--- src/shared/wdog_pkg.sv ---
// Purpose: Shared constants and types for the operating watchdog.
// Assumes: AHB-Lite register bus with 32-bit data, one word per register.
// Notes:   Printed offsets are register indices; byte address is four times the index.
package wdog_pkg;

    ////////////////////////////////////////////////////////////////////////////
    // Register indices and address layout.
    localparam int          IDX_W        = 16;
    localparam int          IDX_LSB      = 2;
    localparam int          ADDR_HI      = IDX_W + IDX_LSB;
    localparam logic [15:0] SVC_IDX      = 16'hffff;
    localparam logic [15:0] CFG_IDX      = 16'hfff0;
    localparam logic [15:0] STAT_IDX     = 16'hfff1;
    localparam logic [15:0] MASK_IDX     = 16'hfff2;
    localparam logic [15:0] COUNT_IDX    = 16'hfff3;

    ////////////////////////////////////////////////////////////////////////////
    // Field positions and reset values.
    localparam int          CFG_W        = 2;
    localparam int          CFG_DIS_BIT  = 0;
    localparam int          CFG_RATE_BIT = 1;
    localparam logic [1:0]  CFG_RESET    = 2'h0;
    localparam int          EVT_W        = 3;
    localparam int          EVT_TIMEOUT  = 0;
    localparam int          EVT_REFRESH  = 1;
    localparam int          EVT_MONLOCK  = 2;
    localparam logic [2:0]  EVT_RESET    = 3'h0;
    localparam int          SVC_W        = 8;

    ////////////////////////////////////////////////////////////////////////////
    // Bus encodings.
    localparam logic [1:0]  HTRANS_NSEQ  = 2'h2;
    localparam logic        HRESP_OKAY   = 1'b0;

    ////////////////////////////////////////////////////////////////////////////
    // Timing counts, in crystal reference ticks and core cycles.
    localparam int          CNT_W_DEF    = 20;
    localparam int          TO_LONG_DEF  = 65536;
    localparam int          TO_SHORT_DEF = 8192;
    localparam int          XDIV_DEF     = 2;

    typedef enum logic [1:0] {
        MON_NONE,
        MON_TST,
        MON_BLANK
    } mon_state_t;

endpackage : wdog_pkg

--- src/shared/wdog_cnt_if.sv ---
// Purpose: Carries control and status between register side and counter.
// Assumes: One clock domain.
// Notes:   Refresh is a one-cycle pulse, timeout a one-cycle pulse.
`timescale 1ns/1ps
interface wdog_cnt_if #(parameter int CNT_W = 20);
    logic             refresh;
    logic             enable;
    logic             rate_sel;
    logic             stop;
    logic             tick;
    logic             timeout;
    logic [CNT_W-1:0] count;

    modport ctl (output refresh, enable, rate_sel, stop,
                 input  tick, timeout, count);
    modport cnt (input  refresh, enable, rate_sel, stop,
                 output tick, timeout, count);
endinterface : wdog_cnt_if

--- src/rtl/wdog_counter.sv ---
// Purpose: Crystal reference prescaler and watchdog timeout counter.
// Assumes: Inputs synchronous to the core clock.
// Notes:   The prescaler stands in for the system integration counter.
`timescale 1ns/1ps
module wdog_counter #(
    parameter int CNT_W    = wdog_pkg::CNT_W_DEF,
    parameter int TO_LONG  = wdog_pkg::TO_LONG_DEF,
    parameter int TO_SHORT = wdog_pkg::TO_SHORT_DEF,
    parameter int XDIV     = wdog_pkg::XDIV_DEF
) (
    input  wire logic  clk,
    input  wire logic  rst_n,
    wdog_cnt_if.cnt    cif
);

    localparam logic [CNT_W-1:0] TERM_LONG  = CNT_W'(TO_LONG - 1);
    localparam logic [CNT_W-1:0] TERM_SHORT = CNT_W'(TO_SHORT - 1);
    localparam logic [15:0]      PRE_LAST   = 16'(XDIV - 1);

    logic [15:0]      pre_ff;
    logic             tick_ff;
    logic [CNT_W-1:0] cnt_ff;
    logic             to_ff;
    logic [CNT_W-1:0] term;

    assign term        = cif.rate_sel ? TERM_SHORT : TERM_LONG;
    assign cif.tick    = tick_ff;
    assign cif.count   = cnt_ff;
    assign cif.timeout = to_ff;

    ////////////////////////////////////////////////////////////////////////////
    // prescaler cleared in stop
    always_ff @(posedge clk or negedge rst_n) begin
        if (!rst_n) begin
            pre_ff  <= 16'h0000;
            tick_ff <= 1'b0;
        end else if (cif.stop) begin
            pre_ff  <= 16'h0000;
            tick_ff <= 1'b0;
        end else if (pre_ff == PRE_LAST) begin
            pre_ff  <= 16'h0000;
            tick_ff <= 1'b1;
        end else begin
            pre_ff  <= pre_ff + 16'h0001;
            tick_ff <= 1'b0;
        end
    end

    ////////////////////////////////////////////////////////////////////////////
    // count, clear and timeout
    // A refresh in the same cycle as the terminal tick wins, so no reset follows it.
    always_ff @(posedge clk or negedge rst_n) begin
        if (!rst_n) begin
            cnt_ff <= '0;
            to_ff  <= 1'b0;
        end else if (!cif.enable || cif.refresh) begin
            cnt_ff <= '0;
            to_ff  <= 1'b0;
        end else if (tick_ff && !cif.stop) begin
            to_ff  <= (cnt_ff == term);
            cnt_ff <= (cnt_ff == term) ? '0 : cnt_ff + 1'b1;
        end else begin
            to_ff  <= 1'b0;
        end
    end
endmodule : wdog_counter

--- src/rtl/wdog_top.sv ---
// Purpose: Operating watchdog with AHB-Lite register access.
// Assumes: Side pins synchronous to CORE_CLK; RSTN is the power-on reset.
// Notes:   The attention output is not a processor interrupt; it flags events.
`timescale 1ns/1ps
module wdog_top #(
    parameter int CNT_W    = wdog_pkg::CNT_W_DEF,
    parameter int TO_LONG  = wdog_pkg::TO_LONG_DEF,
    parameter int TO_SHORT = wdog_pkg::TO_SHORT_DEF,
    parameter int XDIV     = wdog_pkg::XDIV_DEF
) (
    input  wire logic        CORE_CLK,
    input  wire logic        RSTN,
    input  wire logic        HSEL,
    input  wire logic [31:0] HADDR,
    input  wire logic [1:0]  HTRANS,
    input  wire logic        HWRITE,
    input  wire logic [2:0]  HSIZE,
    input  wire logic [31:0] HWDATA,
    input  wire logic        HREADY,
    output logic      [31:0] HRDATA,
    output logic             HREADYOUT,
    output logic             HRESP,
    input  wire logic [7:0]  RESET_VECTOR_LO,
    input  wire logic        MON_ENTRY,
    input  wire logic        TST_ON_IRQ,
    input  wire logic        TST_ON_RST,
    input  wire logic        VECTORS_BLANK,
    input  wire logic        STOP_MODE,
    output logic             WDOG_RESET_REQ,
    output logic             WDOG_RATE_SEL,
    output logic             EVT_IRQ
);

    ////////////////////////////////////////////////////////////////////////////
    // Reset release.

    // Release is synchronised so every flop leaves reset on the same edge.
    logic rst_meta_ff;
    logic rst_n;

    always_ff @(posedge CORE_CLK or negedge RSTN) begin
        if (!RSTN) begin
            rst_meta_ff <= 1'b0;
            rst_n       <= 1'b0;
        end else begin
            rst_meta_ff <= 1'b1;
            rst_n       <= rst_meta_ff;
        end
    end

    ////////////////////////////////////////////////////////////////////////////
    // Address decode.

    function automatic logic reg_hit(input logic [31:0] addr, input logic [15:0] idx);
        reg_hit = (addr[31:wdog_pkg::ADDR_HI] == '0)
               && (addr[wdog_pkg::ADDR_HI-1:wdog_pkg::IDX_LSB] == idx)
               && (addr[1:0] == 2'h0);
    endfunction : reg_hit

    wdog_cnt_if #(.CNT_W(CNT_W)) cif ();

    logic                        acc;
    logic                        rd_acc;
    logic                        wr_svc_ff;
    logic                        wr_cfg_ff;
    logic                        wr_mask_ff;
    logic [wdog_pkg::CFG_W-1:0]  cfg_ff;
    logic [wdog_pkg::EVT_W-1:0]  stat_ff;
    logic [wdog_pkg::EVT_W-1:0]  mask_ff;
    logic [wdog_pkg::EVT_W-1:0]  evt_set;
    logic [31:0]                 rd_mux;
    logic                        stat_rd_clr;
    wdog_pkg::mon_state_t        mon_ff;
    wdog_pkg::mon_state_t        nxt_mon;
    logic                        lock_entry;

    // SEQ is taken as well; it costs nothing and a burst master is then not ignored.
    assign acc    = HSEL && HREADY && (HTRANS == wdog_pkg::HTRANS_NSEQ || HTRANS == 2'h3);
    assign rd_acc = acc && !HWRITE;

    ////////////////////////////////////////////////////////////////////////////
    // Bus write capture; data follows in the next cycle.

    always_ff @(posedge CORE_CLK or negedge rst_n) begin
        if (!rst_n) begin
            wr_svc_ff  <= 1'b0;
            wr_cfg_ff  <= 1'b0;
            wr_mask_ff <= 1'b0;
        end else begin
            wr_svc_ff  <= acc && HWRITE && reg_hit(HADDR, wdog_pkg::SVC_IDX);
            wr_cfg_ff  <= acc && HWRITE && reg_hit(HADDR, wdog_pkg::CFG_IDX);
            wr_mask_ff <= acc && HWRITE && reg_hit(HADDR, wdog_pkg::MASK_IDX);
        end
    end

    assign cif.refresh = wr_svc_ff;

    ////////////////////////////////////////////////////////////////////////////
    // Configuration and mask registers.

    always_ff @(posedge CORE_CLK or negedge rst_n) begin
        if (!rst_n) begin
            cfg_ff <= wdog_pkg::CFG_RESET;
        end else if (wr_cfg_ff) begin
            cfg_ff <= HWDATA[wdog_pkg::CFG_W-1:0];
        end
    end

    always_ff @(posedge CORE_CLK or negedge rst_n) begin
        if (!rst_n) begin
            mask_ff <= wdog_pkg::EVT_RESET;
        end else if (wr_mask_ff) begin
            mask_ff <= HWDATA[wdog_pkg::EVT_W-1:0];
        end
    end

    ////////////////////////////////////////////////////////////////////////////
    // Monitor mode tracking.

    // Entry acts only from the idle state, so a held entry level cannot re-arm a lock.
    always_comb begin
        nxt_mon = mon_ff;
        case (mon_ff)
            wdog_pkg::MON_NONE: begin
                if (MON_ENTRY && TST_ON_IRQ) begin
                    nxt_mon = wdog_pkg::MON_TST;
                end else if (MON_ENTRY && VECTORS_BLANK) begin
                    nxt_mon = wdog_pkg::MON_BLANK;
                end
            end
            wdog_pkg::MON_TST: begin
                if (!TST_ON_IRQ && !TST_ON_RST) begin
                    nxt_mon = wdog_pkg::MON_NONE;
                end
            end
            wdog_pkg::MON_BLANK: begin
                nxt_mon = wdog_pkg::MON_BLANK;
            end
            default: begin
                nxt_mon = wdog_pkg::MON_NONE;
            end
        endcase
    end

    always_ff @(posedge CORE_CLK or negedge rst_n) begin
        if (!rst_n) begin
            mon_ff <= wdog_pkg::MON_NONE;
        end else begin
            mon_ff <= nxt_mon;
        end
    end

    assign lock_entry = (mon_ff == wdog_pkg::MON_NONE) && (nxt_mon != wdog_pkg::MON_NONE);

    ////////////////////////////////////////////////////////////////////////////
    // Counter control.
    // Wait mode is deliberately absent here: the counter keeps running through it.

    assign cif.enable   = !cfg_ff[wdog_pkg::CFG_DIS_BIT]
                       && (mon_ff == wdog_pkg::MON_NONE);
    assign cif.rate_sel = cfg_ff[wdog_pkg::CFG_RATE_BIT];
    assign cif.stop     = STOP_MODE;

    wdog_counter #(
        .CNT_W    (CNT_W),
        .TO_LONG  (TO_LONG),
        .TO_SHORT (TO_SHORT),
        .XDIV     (XDIV)
    ) u_counter (
        .clk   (CORE_CLK),
        .rst_n (rst_n),
        .cif   (cif)
    );

    ////////////////////////////////////////////////////////////////////////////
    // Reset request and rate select outputs.

    always_ff @(posedge CORE_CLK or negedge rst_n) begin
        if (!rst_n) begin
            WDOG_RESET_REQ <= 1'b0;
            WDOG_RATE_SEL  <= 1'b0;
        end else begin
            WDOG_RESET_REQ <= cif.timeout;
            WDOG_RATE_SEL  <= cif.rate_sel;
        end
    end

    ////////////////////////////////////////////////////////////////////////////
    // Event status; a read clears it, but a same-cycle event survives.
    // These bits feed the attention line and read back at STAT_IDX; neither is a processor interrupt.

    assign evt_set     = {lock_entry, cif.refresh, cif.timeout};
    assign stat_rd_clr = rd_acc && reg_hit(HADDR, wdog_pkg::STAT_IDX);

    always_ff @(posedge CORE_CLK or negedge rst_n) begin
        if (!rst_n) begin
            stat_ff <= wdog_pkg::EVT_RESET;
        end else begin
            stat_ff <= (stat_rd_clr ? wdog_pkg::EVT_RESET : stat_ff) | evt_set;
        end
    end

    always_ff @(posedge CORE_CLK or negedge rst_n) begin
        if (!rst_n) begin
            EVT_IRQ <= 1'b0;
        end else begin
            EVT_IRQ <= |(stat_ff & mask_ff);
        end
    end

    ////////////////////////////////////////////////////////////////////////////
    // Read data, registered at the address phase.
    // The count view is read-only; reading it never refreshes the watchdog.

    always_comb begin
        rd_mux = 32'h0000_0000;
        if (reg_hit(HADDR, wdog_pkg::SVC_IDX)) begin
            rd_mux = {24'h00_0000, RESET_VECTOR_LO};
        end else if (reg_hit(HADDR, wdog_pkg::CFG_IDX)) begin
            rd_mux = {30'h0000_0000, cfg_ff};
        end else if (reg_hit(HADDR, wdog_pkg::STAT_IDX)) begin
            rd_mux = {29'h0000_0000, stat_ff};
        end else if (reg_hit(HADDR, wdog_pkg::MASK_IDX)) begin
            rd_mux = {29'h0000_0000, mask_ff};
        end else if (reg_hit(HADDR, wdog_pkg::COUNT_IDX)) begin
            rd_mux = 32'(cif.count);
        end
    end

    always_ff @(posedge CORE_CLK or negedge rst_n) begin
        if (!rst_n) begin
            HRDATA <= 32'h0000_0000;
        end else if (rd_acc) begin
            HRDATA <= rd_mux;
        end
    end

    // Zero wait states: every transfer completes in its data phase with OKAY.
    // A wait state would only delay a refresh, and no register needs one.
    always_ff @(posedge CORE_CLK or negedge rst_n) begin
        if (!rst_n) begin
            HREADYOUT <= 1'b1;
            HRESP     <= wdog_pkg::HRESP_OKAY;
        end else begin
            HREADYOUT <= 1'b1;
            HRESP     <= wdog_pkg::HRESP_OKAY;
        end
    end
endmodule : wdog_top

--- config.mk ---
export PLATFORM = sky130hd
export DESIGN_NAME = wdog_top
export DESIGN_NICKNAME = d
export VERILOG_FILES = /design/src/shared/wdog_pkg.sv /design/src/shared/wdog_cnt_if.sv /design/src/rtl/wdog_counter.sv /design/src/rtl/wdog_top.sv
export SDC_FILE = /design/constraint.sdc
export NUM_CORES = 1
export LEC_CHECK = 0
export BUFFER_PORTS_ARGS = -buffer_cell sky130_fd_sc_hd__buf_2
export CAP_MARGIN = 10
export CORE_ASPECT_RATIO = 1.25
export CORE_MARGIN = 2
export CORE_UTILIZATION = 50
export DETAILED_ROUTE_END_ITERATION = 12
export PLACE_DENSITY_LB_ADDON = 0.12
export SYNTH_ARGS = -nofsm -noshare
export SYNTH_HDL_FRONTEND = slang
export SYNTH_SLANG_ARGS = --single-unit
--- constraint.sdc ---
create_clock -name CORE_CLK -period 5.2 [get_ports CORE_CLK]
set_input_delay 0.52 -clock CORE_CLK [delete_from_list [all_inputs] [get_ports CORE_CLK]]
set_output_delay 0.52 -clock CORE_CLK [all_outputs]
set_load 0.1 [all_outputs]
==> summary.txt <==
STA
  • Max Clock Freq: roughly 430 MHz
  • Slew Limit Fails: 0
  • Setup ws final: 2870 ps
  • Min cycle time layout: 2330 ps
  • Worst-case clock skew: around 11 ps
  • Fin. Hold Viols: 0
  • Setup TNS: 0 ps
  • RSZ-0062 raised after global routing: no
  • Final setup fails: 0
  • Tcrit/Tclk final: 0.449
  • Worst-Margin Slew: around 1000 ps
  • Slew HR: 0.295

Place
  • Port Buffers: 76
  • DP HPWL: about 6000 µm
  • GPL Wtd Cong: around 0.87
  • DP Worst Slack: 2300 ps
  • Placed Area: 4140 µm²

CTS
  • CTS tree: yes
  • H-tree Lvls: 3
  • Clk root buf: clkbuf_8
  • Hold Buf Count CTS: 1
  • Max clock buf depth: 2
  • Clock latency on the worst-skew pair: about 360 ps
  • # clock sinks: 76
  • # Post-CTS Setup Buffers: 0
  • CTS buffer count: 9
  • Clock slew at reported path FFs: ~90 ps
  • Post-CTS sizing: 0

Worst setup path
  • CP Cell Sequence: or4_1 -> o21ai_1 -> or4_1 -> a21oi_1
  • Critical-path maximum fanout: 14
  • Worst setup SP type: flip-flop
  • Worst path most repeated cell: or4_1
  • Setup crit end kind: flip-flop
  • CP Data Required Time: 5420 ps
  • Worst R2R Setup Slack: 2870 ps
  • Worst path max stage delay: a little under 800 ps
  • RR Endpoint: u_counter.cif.count[15]
  • R2R Path Start: mon_ff[0]
  • WS Path Type: flip-flop to flip-flop
  • Crit path arrival time: around 2600 ps
  • R2R cell count: 4
  • Slowest cell on crit path: or4_1
  • Cell family with most CP delay: simple AND/OR/NAND/NOR gates
  • CP Buf/Inv Count: 0

Drt
  • Post-Route WL: ~8300 µm
  • Pre-antenna DRT Iters: 4
  • Antenna Nets Post-Route: 0
  • DRC Markers: 0
  • Vias: slightly above 3000
  • Via density: 5.67
  • 1st-iter DRT viols: around 120
  • Routed len/inst: about 16 µm

Synth
  • Cell Area, Synth: 3750 µm²
  • Sequential-to-total area share from yosys stat: 0.506
  • Synth Area in Compound Gates: 0.137
  • XOR/XNOR Fraction of Synth Area: 0.0490
  • Post-synthesis mux area share: 0.0177
  • Syn. warnings: 0
  • FF+latch count, synth: between 70 and 80
  • Largest family of logic cells by synthesized area: simple AND/OR/NAND/NOR gates
  • Ys flop type: dfrtp_1
  • Mapped Cells: roughly 360
  • Ys async rst share: 1.00
  • Unique cell type count in the Yosys netlist: 54
  • Post-synth EDFFs: 0
  • Synth Area in Adders: 0.0100
  • Post-synthesis simple-gate area fraction: 0.223
  • Mean post-synth cell area: 10.4 µm²

Power and ir drop
  • Pwr/cell area: ~280 nW/µm²
  • Peak supply drop: roughly 0.00015 V
  • Clk pwr share: 0.380
  • Int Power: about 860 µW
  • Leakage: just over 0.002 µW
  • Logic gate share of total power: 0.121
  • Sw Share: 0.296
  • Seq pwr share: 0.500
  • Net Sw Power: around 360 µW

Cells and area
  • Layout cells sized above 1: 0.243
  • Filler cell count: 644
  • Register area: between 1500 and 2000 µm²
  • Layout area overhead: 15.9%
  • Footprint of the multi-input gates: about 1700 µm²
  • Layout Nets: between 500 and 600
  • Fin area: about 4400 µm²
  • Inserted Diodes: 0
  • Layout Utilization: 0.595

Die
  • Die Area: approximately 8000 µm²
  • Die width: about 82 µm
  • Num ports: ~120
  • Initial Utilization: 0.513
  • Die Ht: between 100 and 150 µm
  • FP Rows: 35
  • Core area: 7310 µm²

Global routing
  • Vias in the first global route: 2971
  • First-pass GRT wire length: between 10000 and 15000 µm
  • Maximum number of pins on one net before global-route repair: 75
  • Initial antenna violation count: 0
  • Grt ovf: 0
  • Gr usage total: 0.222

Worst hold path
  • Endpoint of the worst hold path: mask_ff[2]
  • Hold_sp: HWDATA[2]
  • HP Class: primary input to flip-flop
  • Worst hold stages: 3

Run
  • Max Cap Viol: 0

Run status
  • Status: finished clean
worst max path at each step:
| stage | start | to | cells past startpoint |
|---|---|---|---|
| 2_1_floorplan | rst_n | EVT_IRQ | 0 |
| 3_3_place_gp | STOP_MODE | u_counter.cif.count[15] | 5 |
| 3_5_place_dp | STOP_MODE | u_counter.cif.count[15] | 5 |
| 4_1_cts | u_counter.cif.tick | u_counter.cif.count[15] | 4 |
| 5_1_grt | mon_ff[0] | u_counter.cif.count[17] | 4 |
| 6_report | mon_ff[0] | u_counter.cif.count[15] | 4 |
cells in the final DEF (no fill, tap or decap), types with 14 or more instances in the layout:
cell type / Yosys / final
nand4_1: 14 / 14
dfrtp_1: 76 / 75
nor4_1: 14 / 14
conb_1: 2 / 15
nor2_1: 34 / 34
buf_2: 3 / 76
nand2_1: 18 / 18
layer usage:
metal  track usage  wire, µm  vias up
li1              -         -     1462
met3        0.0412       399       15
met2         0.376      4350       77
met1         0.270      3450     1463
met4         0.102       146        0
met5             0         0        -
synthesized netlist by cell type, types with 2 or more instances:
master,instances,area [µm²]
buf_4,15,113
nor2_1,34,128
o21ai_0,7,35.0
nand4_1,14,87.6
or3_1,5,31.3
xor2_1,13,114
or4_1,9,67.6
buf_2,3,15.0
a221o_1,5,50.1
ha_1,3,37.5
a21oi_1,13,65.1
inv_1,9,33.8
xnor2_1,8,70.1
dfrtp_1,76,1900
and2_0,4,25.0
and4_1,4,35.0
conb_1,2,7.51
o211ai_1,4,30.0
nand3_1,13,65.1
and3_1,3,18.8
o2111ai_1,2,17.5
clkbuf_1,12,45.0
mux2_2,5,56.3
and2_1,4,25.0
nand2_1,18,67.6
o31ai_1,8,60.1
nand2b_1,3,18.8
nor3b_1,3,22.5
a22o_1,13,114
a221oi_1,2,17.5
nor3_1,5,25.0
a21o_1,4,30.0
nor4_1,14,87.6
o21ai_1,5,25.0
cell type report:
| type | count | share of cell area |
|---|---|---|
| flip-flops and latches | 76 | 0.437 |
| repair buffers | 79 | 0.0931 |
| well taps | 92 | 0.0264 |
| clock inverters | 7 | 0.0175 |
| multi-input cells | 260 | 0.389 |
| inverters | 9 | 0.00776 |
| clock buffers | 9 | 0.0285 |
metrics by stage:
stage | cells | power, µW | hold WS, ps
after CTS | 531 | 1220 | 354
after floorplan | 375 | 730 | 224
after global placement | 514 | 762 | 306
after detailed placement | 514 | 765 | 310
final | 532 | 1220 | 358
after global routing | 532 | 1270 | 368
power groups by stage:
stage	clock [µW]	sequential, µW	combinational, µW
after detailed placement	0	620	145
after CTS	471	608	146
after global routing	499	610	163
after floorplan	0	625	105
final	462	608	147
after global placement	0	619	143
tightest hold or removal path, cell delays in order:
cell     delay [ps]
buf_2            70
nand2_1          40
o21ai_0          50
registers in the layout, indices dropped and copies added (netlist names):
name	flops
u_counter.pre_ff	16
cfg_ff	2
stat_ff	3
mon_ff	2
u_counter.cif.count	20
WDOG_RESET_REQ	1
rst_n	1
mask_ff	3
u_counter.cif.tick	1
cif.refresh	1
WDOG_RATE_SEL	1
rst_meta_ff	1
wr_cfg_ff	1
wr_mask_ff	1
EVT_IRQ	1
HRDATA	20
u_counter.cif.timeout	1
cell families (layout without fill, tap and decap cells):
logic type / Yosys count / after routing
simple gates: 144 / 144
xor+xnor: 21 / 21
buf+inv: 39 / 104
flops: 76 / 76
compound gates: 71 / 71
mux: 6 / 6
other cells: 2 / 15
fa+ha+maj: 3 / 3
Note: power is estimated with default switching activity, not from simulation.
